## src/lpw_pkg.sv

```systemverilog
package lpw_pkg;
  // bus geometry
  localparam int ADDR_W = 12;
  localparam int DATA_W = 32;

  // register byte offsets
  localparam logic [11:0] OFF_MODE_CTRL  = 12'h000;
  localparam logic [11:0] OFF_START0     = 12'h004;
  localparam logic [11:0] OFF_START1     = 12'h008;
  localparam logic [11:0] OFF_BOD_CTRL   = 12'h00C;
  localparam logic [11:0] OFF_PWR_RUN    = 12'h010;
  localparam logic [11:0] OFF_BUS_CLK1   = 12'h014;
  localparam logic [11:0] OFF_STATUS     = 12'h018;
  localparam logic [11:0] OFF_WAKE_CAUSE = 12'h01C;

  // requested low power mode codes
  localparam logic [1:0] MODE_ACTIVE     = 2'h0;
  localparam logic [1:0] MODE_SLEEP      = 2'h1;
  localparam logic [1:0] MODE_DEEP_SLEEP = 2'h2;
  localparam logic [1:0] MODE_POWER_DOWN = 2'h3;

  // field positions
  localparam int CTRL_MODE_LSB = 0;
  localparam int CTRL_DMA_KEEP = 2;
  localparam int BOD_IRQ_EN    = 0;
  localparam int BOD_RST_EN    = 1;
  localparam int PWR_WDT_OSC   = 0;
  localparam int PWR_BOD_KEEP  = 1;
  localparam int CLK1_MICRO_TICK_TIMER    = 0;
  localparam int ST_ALARM_BIT  = 3;
  localparam int ST_PDOWN_BIT  = 4;

  // interrupt line indices
  localparam int IRQ_N         = 18;
  localparam int PIN_N         = 8;
  localparam int IRQ_BOD       = 0;
  localparam int IRQ_WDT       = 1;
  localparam int IRQ_RTC_ALARM = 2;
  localparam int IRQ_RTC_WAKE  = 3;
  localparam int IRQ_MICRO_TICK_TIMER     = 4;
  localparam int IRQ_USART     = 5;
  localparam int IRQ_SPI       = 6;
  localparam int IRQ_I2C       = 7;
  localparam int IRQ_USB       = 8;
  localparam int IRQ_DMA       = 9;
  localparam int IRQ_PIN0      = 10;

  // reset values
  localparam logic [2:0]       RST_MODE_CTRL = 3'h0;
  localparam logic [IRQ_N-1:0] RST_START0    = 18'h00000;
  localparam logic [PIN_N-1:0] RST_START1    = 8'h00;
  localparam logic [1:0]       RST_BOD_CTRL  = 2'h0;
  localparam logic [1:0]       RST_PWR_RUN   = 2'h0;
  localparam logic [0:0]       RST_BUS_CLK1  = 1'h0;

  // clock restart settle time in pclk cycles
  localparam logic [2:0] WAKE_CYCLES = 3'h4;
endpackage

```

## src/sync2.sv

```systemverilog
`timescale 1ns/1ps
// two flop synchroniser for asynchronous levels
module sync2 #(
  parameter int         W       = 1,
  parameter logic [W-1:0] RST_VAL = '0
) (
  // clock and reset
  input  wire logic         pclk,
  input  wire logic         presetn,
  // levels
  input  wire logic [W-1:0] d,
  output logic      [W-1:0] q
);
  logic [W-1:0] meta_reg;

  // first stage read only by the second
  always_ff @(posedge pclk or negedge presetn) begin
    if (!presetn) begin
      meta_reg <= RST_VAL;
      q        <= RST_VAL;
    end else begin
      meta_reg <= d;
      q        <= meta_reg;
    end
  end
endmodule

```

## src/rise_detect.sv

```systemverilog
`timescale 1ns/1ps
// one cycle pulse on a rising level
module rise_detect (
  // clock and reset
  input  wire logic pclk,
  input  wire logic presetn,
  // level in, pulse out
  input  wire logic d,
  output logic      rise
);
  logic d_reg;

  // previous level and registered pulse
  always_ff @(posedge pclk or negedge presetn) begin
    if (!presetn) begin
      d_reg <= 1'b0;
      rise  <= 1'b0;
    end else begin
      d_reg <= d;
      rise  <= d & ~d_reg;
    end
  end
endmodule

```

## src/low_power_wakeup_control.sv

```systemverilog
// Local design decisions: the register addresses and the APB interface to the registers.
`timescale 1ns/1ps
// Overview of operation
// - deep power-down removes power from all but clock domain and reset pin
// - deep power-down exits only on reset pin or clock alarm/wake event
// - rising one-hertz alarm flag raises a clock alarm interrupt request
// - state is lost across deep power-down; config registers reinitialised on wake, wake cause kept
// - all functional pins go high impedance in deep power-down
// - deep-sleep stops serial clock; sync slave or 32 kHz mode still wakes
// - deep-sleep turns SPI and I2C off; slave mode interrupts still wake
// - DMA runs in deep-sleep only if configured; off in deep power-down
// - in sleep any controller-enabled interrupt wakes the processor
// - hardware wake request wakes from sleep and deep-sleep
// - pin interrupt wakes deep-sleep if controller and start enable 0/1 set
// - brownout wakes deep-sleep if all four enables hold
// - brownout resets in deep-sleep when its reset enable is set
// - watchdog interrupt wakes deep-sleep if oscillator, enables and feed hold
// - watchdog timeout resets if oscillator powered, enabled, reset option, fed
// - clock wake timer interrupt wakes when enabled in start enable 0
// - micro tick timer wakes with oscillator, clock, start and enable set
// - USB need-clock interrupt wakes from deep-sleep
// - deep-sleep stops main, peripheral and processor clocks; flash standby
module low_power_wakeup_control (
  // clock and reset
  input  wire logic                         pclk,
  input  wire logic                         presetn,
  // apb slave
  input  wire logic                         psel,
  input  wire logic                         penable,
  input  wire logic                         pwrite,
  input  wire logic [lpw_pkg::ADDR_W-1:0]   paddr,
  input  wire logic [lpw_pkg::DATA_W-1:0]   pwdata,
  output logic      [lpw_pkg::DATA_W-1:0]   prdata,
  output logic                              pready,
  output logic                              pslverr,
  // processor
  input  wire logic                         cpu_sleep_req,
  output logic                              cpu_clk_en,
  output logic                              wake_req,
  // interrupt controller
  input  wire logic [lpw_pkg::IRQ_N-1:0]    irq_pending,
  input  wire logic [lpw_pkg::IRQ_N-1:0]    nested_interrupt_controller_enable,
  // peripheral status, same clock
  input  wire logic                         bod_event,
  input  wire logic                         wdt_enabled,
  input  wire logic                         wdt_fed,
  input  wire logic                         wdt_int_en,
  input  wire logic                         wdt_reset_en,
  input  wire logic                         wdt_timeout,
  input  wire logic                         micro_tick_timer_running,
  input  wire logic                         usart_sync_slave,
  input  wire logic                         usart_32k_mode,
  input  wire logic                         spi_slave,
  input  wire logic                         i2c_slave,
  input  wire logic                         hardware_wake_request,
  // always-on domain, asynchronous
  input  wire logic                         reset_pin_n,
  input  wire logic                         alarm_one_hz_flag,
  input  wire logic                         clock_wake_irq,
  // power and clock controls
  output logic                              main_clk_en,
  output logic                              periph_clk_en,
  output logic                              usart_clk_en,
  output logic                              spi_i2c_clk_en,
  output logic                              dma_run_en,
  output logic                              flash_standby,
  output logic                              core_power_en,
  output logic                              pins_hiz,
  output logic                              clock_alarm_irq,
  output logic                              sys_reset_req,
  output logic      [2:0]                   power_state
);
  import lpw_pkg::*;

  typedef enum logic [2:0] {ST_ACTIVE, ST_SLEEP, ST_DEEP, ST_PDOWN, ST_WAKE} state_t;

  state_t           state_reg;
  state_t           state_next;
  logic [2:0]       mode_ctrl_reg;
  logic [IRQ_N-1:0] start0_reg;
  logic [PIN_N-1:0] start1_reg;
  logic [1:0]       bod_ctrl_reg;
  logic [1:0]       pwr_run_reg;
  logic [0:0]       bus_clk1_reg;
  logic [IRQ_N+2:0] wake_cause_reg;
  logic [IRQ_N+2:0] wake_cause_next;
  logic [2:0]       wake_cnt_reg;
  logic             from_pdown_reg;
  logic [2:0]       async_s;
  logic             pin_rst_s;
  logic             alarm_s;
  logic             ckwake_s;
  logic             alarm_rise;
  logic [IRQ_N-1:0] nv;
  logic [IRQ_N-1:0] deep_src;
  logic             sleep_wake;
  logic             deep_wake;
  logic             pdown_wake;
  logic             bod_rst;
  logic             wdt_rst;
  logic             reset_cause;
  logic             soft_clr;
  logic             wr_en;
  logic             rd_setup;
  logic             clk_run;

  // true when the offset names a register
  function automatic logic is_mapped(input logic [ADDR_W-1:0] a);
    unique case (a)
      OFF_MODE_CTRL, OFF_START0, OFF_START1, OFF_BOD_CTRL,
      OFF_PWR_RUN, OFF_BUS_CLK1, OFF_STATUS, OFF_WAKE_CAUSE: is_mapped = 1'b1;
      default: is_mapped = 1'b0;
    endcase
  endfunction

  // always-on inputs cross into pclk
  sync2 #(
    .W       (3),
    .RST_VAL (3'h1)
  ) u_sync (
    .pclk    (pclk),
    .presetn (presetn),
    .d       ({clock_wake_irq, alarm_one_hz_flag, reset_pin_n}),
    .q       (async_s)
  );

  assign pin_rst_s = ~async_s[0];
  assign alarm_s   = async_s[1];
  assign ckwake_s  = async_s[2];

  // alarm flag edge becomes the wake request
  rise_detect u_alarm_edge (
    .pclk    (pclk),
    .presetn (presetn),
    .d       (alarm_s),
    .rise    (alarm_rise)
  );

  // alarm interrupt request out
  assign clock_alarm_irq = alarm_rise;

  // interrupts enabled in the controller
  assign nv         = irq_pending & nested_interrupt_controller_enable;
  assign sleep_wake = (|nv) | hardware_wake_request;

  // deep-sleep qualification of each source
  always_comb begin
    deep_src = '0;
    for (int i = 0; i < PIN_N; i++) begin
      deep_src[IRQ_PIN0+i] = nv[IRQ_PIN0+i] &
                             (start0_reg[IRQ_PIN0+i] | start1_reg[i]);
    end
    deep_src[IRQ_BOD] = nv[IRQ_BOD] & start0_reg[IRQ_BOD] &
                        bod_ctrl_reg[BOD_IRQ_EN] & pwr_run_reg[PWR_BOD_KEEP];
    deep_src[IRQ_WDT] = nv[IRQ_WDT] & start0_reg[IRQ_WDT] &
                        pwr_run_reg[PWR_WDT_OSC] & wdt_enabled & wdt_fed &
                        wdt_int_en;
    deep_src[IRQ_RTC_ALARM] = (alarm_rise | irq_pending[IRQ_RTC_ALARM]) &
                              start0_reg[IRQ_RTC_ALARM];
    deep_src[IRQ_RTC_WAKE] = (ckwake_s | irq_pending[IRQ_RTC_WAKE]) &
                             start0_reg[IRQ_RTC_WAKE];
    deep_src[IRQ_MICRO_TICK_TIMER] = irq_pending[IRQ_MICRO_TICK_TIMER] & start0_reg[IRQ_MICRO_TICK_TIMER] &
                          pwr_run_reg[PWR_WDT_OSC] & bus_clk1_reg[CLK1_MICRO_TICK_TIMER] &
                          micro_tick_timer_running;
    deep_src[IRQ_USART] = irq_pending[IRQ_USART] &
                          (usart_sync_slave | usart_32k_mode);
    deep_src[IRQ_SPI] = irq_pending[IRQ_SPI] & spi_slave;
    deep_src[IRQ_I2C] = irq_pending[IRQ_I2C] & i2c_slave;
    deep_src[IRQ_USB] = irq_pending[IRQ_USB];
    deep_src[IRQ_DMA] = irq_pending[IRQ_DMA] & mode_ctrl_reg[CTRL_DMA_KEEP];
  end

  // merged wake per mode
  assign deep_wake  = (|deep_src) | hardware_wake_request;
  assign pdown_wake = alarm_rise | ckwake_s;

  // reset causes; detectors are unpowered in deep power-down
  assign bod_rst = bod_event & bod_ctrl_reg[BOD_RST_EN];
  assign wdt_rst = wdt_timeout & pwr_run_reg[PWR_WDT_OSC] & wdt_enabled &
                   wdt_fed & wdt_reset_en;
  assign reset_cause = pin_rst_s |
                       ((bod_rst | wdt_rst) & (state_reg != ST_PDOWN));

  // config discarded on restart from deep power-down
  assign soft_clr = (state_reg == ST_WAKE) & from_pdown_reg;

  // mode sequencer
  always_comb begin
    state_next = state_reg;
    unique case (state_reg)
      ST_ACTIVE: begin
        if (cpu_sleep_req) begin
          unique case (mode_ctrl_reg[CTRL_MODE_LSB +: 2])
            MODE_SLEEP:      state_next = ST_SLEEP;
            MODE_DEEP_SLEEP: state_next = ST_DEEP;
            MODE_POWER_DOWN: state_next = ST_PDOWN;
            MODE_ACTIVE:     state_next = ST_ACTIVE;
          endcase
        end
      end
      ST_SLEEP: begin
        if (sleep_wake || reset_cause) begin
          state_next = ST_WAKE;
        end
      end
      ST_DEEP: begin
        if (deep_wake || reset_cause) begin
          state_next = ST_WAKE;
        end
      end
      ST_PDOWN: begin
        if (pdown_wake || pin_rst_s) begin
          state_next = ST_WAKE;
        end
      end
      ST_WAKE: begin
        if (wake_cnt_reg == 3'h0) begin
          state_next = ST_ACTIVE;
        end
      end
    endcase
  end

  // state register
  always_ff @(posedge pclk or negedge presetn) begin
    if (!presetn) begin
      state_reg <= ST_ACTIVE;
    end else begin
      state_reg <= state_next;
    end
  end

  // clock restart counter
  always_ff @(posedge pclk or negedge presetn) begin
    if (!presetn) begin
      wake_cnt_reg <= 3'h0;
    end else if (state_next == ST_WAKE && state_reg != ST_WAKE) begin
      wake_cnt_reg <= WAKE_CYCLES - 3'h1;
    end else if (wake_cnt_reg != 3'h0) begin
      wake_cnt_reg <= wake_cnt_reg - 3'h1;
    end
  end

  // remembers a restart from deep power-down
  always_ff @(posedge pclk or negedge presetn) begin
    if (!presetn) begin
      from_pdown_reg <= 1'b0;
    end else if (state_reg == ST_PDOWN && state_next == ST_WAKE) begin
      from_pdown_reg <= 1'b1;
    end else if (state_next == ST_ACTIVE) begin
      from_pdown_reg <= 1'b0;
    end
  end

  // cause latched on leaving a low power mode
  always_comb begin
    wake_cause_next = wake_cause_reg;
    if (state_next == ST_WAKE && state_reg != ST_WAKE) begin
      wake_cause_next = {pin_rst_s, pdown_wake, hardware_wake_request,
                         (state_reg == ST_DEEP) ? deep_src : nv};
    end
  end

  // cause kept across restart for software
  always_ff @(posedge pclk or negedge presetn) begin
    if (!presetn) begin
      wake_cause_reg <= '0;
    end else begin
      wake_cause_reg <= wake_cause_next;
    end
  end

  // resume pulse and system reset request
  always_ff @(posedge pclk or negedge presetn) begin
    if (!presetn) begin
      wake_req      <= 1'b0;
      sys_reset_req <= 1'b0;
    end else begin
      wake_req      <= (state_reg == ST_WAKE) & (state_next == ST_ACTIVE);
      sys_reset_req <= reset_cause | soft_clr;
    end
  end

  // clock, power and pin controls per state
  always_ff @(posedge pclk or negedge presetn) begin
    if (!presetn) begin
      cpu_clk_en     <= 1'b1;
      main_clk_en    <= 1'b1;
      periph_clk_en  <= 1'b1;
      usart_clk_en   <= 1'b1;
      spi_i2c_clk_en <= 1'b1;
      dma_run_en     <= 1'b1;
      flash_standby  <= 1'b0;
      core_power_en  <= 1'b1;
      pins_hiz       <= 1'b0;
    end else begin
      cpu_clk_en     <= (state_next == ST_ACTIVE);
      main_clk_en    <= clk_run;
      periph_clk_en  <= clk_run;
      usart_clk_en   <= clk_run;
      spi_i2c_clk_en <= clk_run;
      dma_run_en     <= (state_next == ST_DEEP) ? mode_ctrl_reg[CTRL_DMA_KEEP] :
                        (state_next != ST_PDOWN);
      flash_standby  <= (state_next == ST_DEEP);
      core_power_en  <= (state_next != ST_PDOWN);
      pins_hiz       <= (state_next == ST_PDOWN);
    end
  end

  // state code and clock decode
  assign power_state = state_reg;
  assign clk_run     = (state_next != ST_DEEP) && (state_next != ST_PDOWN);

  // apb phases
  assign wr_en    = psel & penable & pwrite;
  assign rd_setup = psel & ~penable & ~pwrite;
  assign pready   = 1'b1;
  assign pslverr  = psel & penable & ~is_mapped(paddr);

  // software configuration registers
  always_ff @(posedge pclk or negedge presetn) begin
    if (!presetn) begin
      mode_ctrl_reg <= RST_MODE_CTRL;
      start0_reg    <= RST_START0;
      start1_reg    <= RST_START1;
      bod_ctrl_reg  <= RST_BOD_CTRL;
      pwr_run_reg   <= RST_PWR_RUN;
      bus_clk1_reg  <= RST_BUS_CLK1;
    end else if (soft_clr) begin
      mode_ctrl_reg <= RST_MODE_CTRL;
      start0_reg    <= RST_START0;
      start1_reg    <= RST_START1;
      bod_ctrl_reg  <= RST_BOD_CTRL;
      pwr_run_reg   <= RST_PWR_RUN;
      bus_clk1_reg  <= RST_BUS_CLK1;
    end else if (wr_en) begin
      unique case (paddr)
        OFF_MODE_CTRL: mode_ctrl_reg <= pwdata[2:0];
        OFF_START0:    start0_reg    <= pwdata[IRQ_N-1:0];
        OFF_START1:    start1_reg    <= pwdata[PIN_N-1:0];
        OFF_BOD_CTRL:  bod_ctrl_reg  <= pwdata[1:0];
        OFF_PWR_RUN:   pwr_run_reg   <= pwdata[1:0];
        OFF_BUS_CLK1:  bus_clk1_reg  <= pwdata[0:0];
        default: ;
      endcase
    end
  end

  // read data registered in the setup cycle
  always_ff @(posedge pclk or negedge presetn) begin
    if (!presetn) begin
      prdata <= '0;
    end else if (rd_setup) begin
      unique case (paddr)
        OFF_MODE_CTRL:  prdata <= DATA_W'(mode_ctrl_reg);
        OFF_START0:     prdata <= DATA_W'(start0_reg);
        OFF_START1:     prdata <= DATA_W'(start1_reg);
        OFF_BOD_CTRL:   prdata <= DATA_W'(bod_ctrl_reg);
        OFF_PWR_RUN:    prdata <= DATA_W'(pwr_run_reg);
        OFF_BUS_CLK1:   prdata <= DATA_W'(bus_clk1_reg);
        OFF_STATUS:     prdata <= DATA_W'({from_pdown_reg, alarm_s, state_reg});
        OFF_WAKE_CAUSE: prdata <= DATA_W'(wake_cause_reg);
        default:        prdata <= '0;
      endcase
    end
  end
endmodule

```

## config.mk

```make
export PLATFORM = sky130hd
export DESIGN_NAME = low_power_wakeup_control
export DESIGN_NICKNAME = d
export VERILOG_FILES = /design/src/lpw_pkg.sv /design/src/sync2.sv /design/src/rise_detect.sv /design/src/low_power_wakeup_control.sv
export SDC_FILE = /design/constraint.sdc
export NUM_CORES = 1
export LEC_CHECK = 0
export BUFFER_PORTS_ARGS = -buffer_cell sky130_fd_sc_hd__buf_2
export CAP_MARGIN = 20
export CORE_MARGIN = 2
export CORE_UTILIZATION = 45
export CTS_CLUSTER_SIZE = 16
export DETAILED_ROUTE_END_ITERATION = 10
export PLACE_DENSITY_LB_ADDON = 0.3
export SETUP_SLACK_MARGIN = 0.2
export SLEW_MARGIN = 20
export SYNTH_ARGS = -nofsm -noshare
export SYNTH_HDL_FRONTEND = slang
export SYNTH_HIERARCHICAL = 1
export SYNTH_SLANG_ARGS = --single-unit
```

## constraint.sdc

```tcl
create_clock -name pclk -period 2.45 [get_ports pclk]
set_clock_uncertainty 0.1 [all_clocks]
set_input_delay 0.1225 -clock pclk [delete_from_list [all_inputs] [get_ports pclk]]
set_output_delay 0.1225 -clock pclk [all_outputs]
set_load 0.01 [all_outputs]
```

==> results by group <==
Final layout
  – Ratio of cells with drive above 1 in the final layout: 0.340
  – Commonest cells after routing, fill and taps aside: 122 x buf_2, 92 x dfrtp_1, 76 x nor2_1, 48 x buf_4, 47 x nand2_1
  – Synth-to-layout area growth: 31.2%
  – Post-layout net count: between 700 and 800
  – Commonest non-fill, non-tap cell in the layout: buf_2

Synthesis
  – Async SR Flop Fraction: 1.00
  – Ys Warns: 6
  – Synth Area per Inst: 10.3 µm²
  – Seq/Total Area, Yosys: 0.488
  – Largest family of logic cells by synthesized area: simple AND/OR/NAND/NOR gates
  – Simple-gate area share of the yosys netlist: 0.167
  – Yosys cell types: 54
  – Synth Cell Area: approximately 0.0051 mm²
  – Post-Synthesis Cells: 495
  – Post-synth top area cell: dfrtp_1
  – Synth Area in Adders: 0.00492
  – Top cell type's share of synthesized area: 0.457
  – Post-synthesis xor/xnor area fraction: 0.00172
  – Mux contribution to synthesized area: 0.139
  – Compound-Gate Fraction of Synth Area: 0.140
  – Top cells by area, synth: dfrtp_1 46%, mux2i_1 8.3%, nor2_1 5.7%
  – Flops & latches, synth: 99
  – Ys flop type: dfrtp_1
  – Post-synth EDFFs: 0

Worst setup path
  – CP max stage delay: 0.43 ns
  – Crit path DAT: 2.50 ns
  – Reg2Reg Setup Slack: 0.09 ns
  – Crit path max-delay family: compound AO/OA/AOI/OAI gates
  – Most frequent CP cell: mux2_4
  – Slowest-stage cell, CP: a2111o_1
  – Crit path buffers/inverters: 2
  – Kind of end point of the critical path: flop
  – Crit Path Max Fanout: 13
  – Worst Path Required: 2.58 ns
  – Startpoint Class: flop
  – Critical path class: flop to flop
  – Cells along the critical path: buf_6, mux2_4, a22o_1, a21o_1, a2111o_1, buf_12, mux2_4

Placement
  – DP Wirelength: 11.7 mm
  – Placer Congestion: 0.888
  – IO buf count: 123
  – Post-place setup slack: approximately 0.064 ns

Clock tree
  – CTS Buf Count: 9
  – Skew-Pair Late Insertion Delay: between 0.3 and 0.4 ns
  – CTS Sinks: slightly below 100
  – Bufs on Longest Clock Path: 2
  – CTS tree: done
  – Clock root cell: clkbuf_16
  – H-tree depth: 3
  – Clk pin slew, worst setup/hold paths: 0.07 ns

Drt
  – Wire per inst: 18.9 µm
  – Drt drc: 0
  – Final antenna-violating net count: 0
  – Detailed-route via count: between 4000 and 5000
  – DR vias/cell: between 5 and 6
  – DR iter-0 viols: 367
  – Detailed Routing Iterations Pass 1: 5
  – Final wirelength: 15.4 mm

Pwr
  – Pwr Density: about 700 mW/mm²
  – Leakage: 3.30 nW
  – Max VDD drop: between 0.0003 and 0.0004 V

STA
  – Final Hold Vio Count: 0
  – Worst Hold Margin: about 0.013 ns
  – RSZ-0062 raised after global routing: yes
  – PnR worst setup slack: 0.0873 ns
  – Fin. max-slew vios: 0
  – Final setup fails: 0
  – Worst slew margin: 0.534
  – Tmin final: 2.36 ns
  – F_max: approximately 420 MHz
  – Final period utilization: 0.964
  – Worst-Margin Slew: 0.697 ns
  – Setup TNS: 0 ns

GRT
  – Tot GR Track Use: 0.261
  – Vias in the first global route: 4371
  – Largest net degree at the start of global routing: 39
  – Global-route wire length before repair: 23.3 mm
  – Grt total ovfl: 0
  – Initial antenna violation count: 1

Die
  – Core area: 0.0109 mm²
  – Row count: 38
  – DIE AREA: 0.0122 mm²
  – Die Wd: approximately 110 µm
  – Starting Density: 0.465
  – Height of the die: 110 µm
  – I/O pins: 150

Worst hold path
  – HP Class: input port to flop

Run status
  – Status: finished, final reports clean

Run
  – Max Cap Viol: 0
-- tightest hold or removal path, stage by stage --
cell     delay, ns
buf_2         0.12
mux2i_1       0.07
nor2_1        0.09
-- what timing repair did --
item                                    in CTS  in global routing
resized for setup                            5                  3
hold buffers                                20                  0
pin swaps                                    3                  0
endpoints found under the setup margin      17                 28
buffers inserted                             6                  2
hold endpoints to repair                    56                  0
-- path summary, 6_finish.rpt --
check | startpoint | endpoint | cells after the start
min in group asynchronous | presetn | u_sync/meta_reg[1]$_DFF_PN0_ | 2
worst min register to register | u_sync/meta_reg[1]$_DFF_PN0_ | u_sync/q[1]$_DFF_PN0_ | 0
worst min-delay path | pwdata[2] | start1_reg[2]$_DFFE_PN0P_ | 3
worst max register to register | power_state[2]$_DFF_PN0_ | wake_cause_reg[5]$_DFFE_PN0P_ | 7
max in group asynchronous | presetn | mode_ctrl_reg[1]$_DFFE_PN0P_ | 3
worst max-delay path | power_state[2]$_DFF_PN0_ | wake_cause_reg[5]$_DFFE_PN0P_ | 7
-- routing by layer --
| metal | vias to the layer above | GRT usage | part of all wire | wire [µm] |
|---|---|---|---|---|
| met5 | - | 0 | 0 | 0 |
| met4 | 0 | 0.111 | 0.022 | 346 |
| met3 | 26 | 0.0464 | 0.079 | 1210 |
| met2 | 209 | 0.394 | 0.46 | 7030 |
| met1 | 2227 | 0.372 | 0.44 | 6820 |
| li1 | 2096 | - | - | - |
-- through the flow --
step	area, µm²	utilization	cells	power [mW]
after floorplan	5140	-	505	2.57
after global placement	6020	0.551	770	2.89
after detailed placement	6020	0.551	770	2.93
after CTS	6650	0.608	812	4.66
after global routing	6680	0.610	815	4.86
final	6680	0.610	815	4.65
-- synth_stat cells, types with 4 or more instances --
| cell type | n |
|---|---|
| nand2b_1 | 7 |
| nor3_1 | 8 |
| nand2_1 | 47 |
| a22o_1 | 6 |
| nor2_1 | 77 |
| inv_1 | 11 |
| and3_1 | 4 |
| buf_4 | 17 |
| a21oi_1 | 8 |
| and2_1 | 6 |
| clkbuf_1 | 20 |
| o21ai_0 | 16 |
| o311a_1 | 6 |
| dfstp_2 | 6 |
| mux2_4 | 13 |
| mux2_2 | 8 |
| a22oi_1 | 13 |
| dfrtp_1 | 93 |
| nand4_1 | 4 |
| a221oi_1 | 14 |
| nand3_1 | 10 |
| o211ai_1 | 8 |
| nor4_1 | 4 |
| mux2i_1 | 42 |
-- layout make-up --
| class | count | area [µm²] |
|---|---|---|
| well taps | 140 | 175 |
| clock inverters | 5 | 125 |
| repair buffers | 194 | 1230 |
| inverters | 11 | 41.3 |
| multi-input cells | 354 | 2380 |
| diodes | 1 | 2.50 |
| clock buffers | 11 | 233 |
| fillers | 990 | 4260 |
| flip-flops and latches | 99 | 2490 |
-- cell families after synthesis --
| family | count (synthesis) |
|---|---|
| flops | 99 |
| fa+ha+maj | 2 |
| other cells | 2 |
| mux | 63 |
| xor+xnor | 1 |
| buf+inv | 52 |
| simple gates | 183 |
| compound gates | 93 |
-- power breakdown --
group	total, mW	internal, mW	switching, mW
Clock	1.69	1.10	0.590
Sequential	2.02	1.88	0.145
Combinational	0.942	0.509	0.433
Total	4.65	3.49	1.17
(Power assumes the default switching activity.)
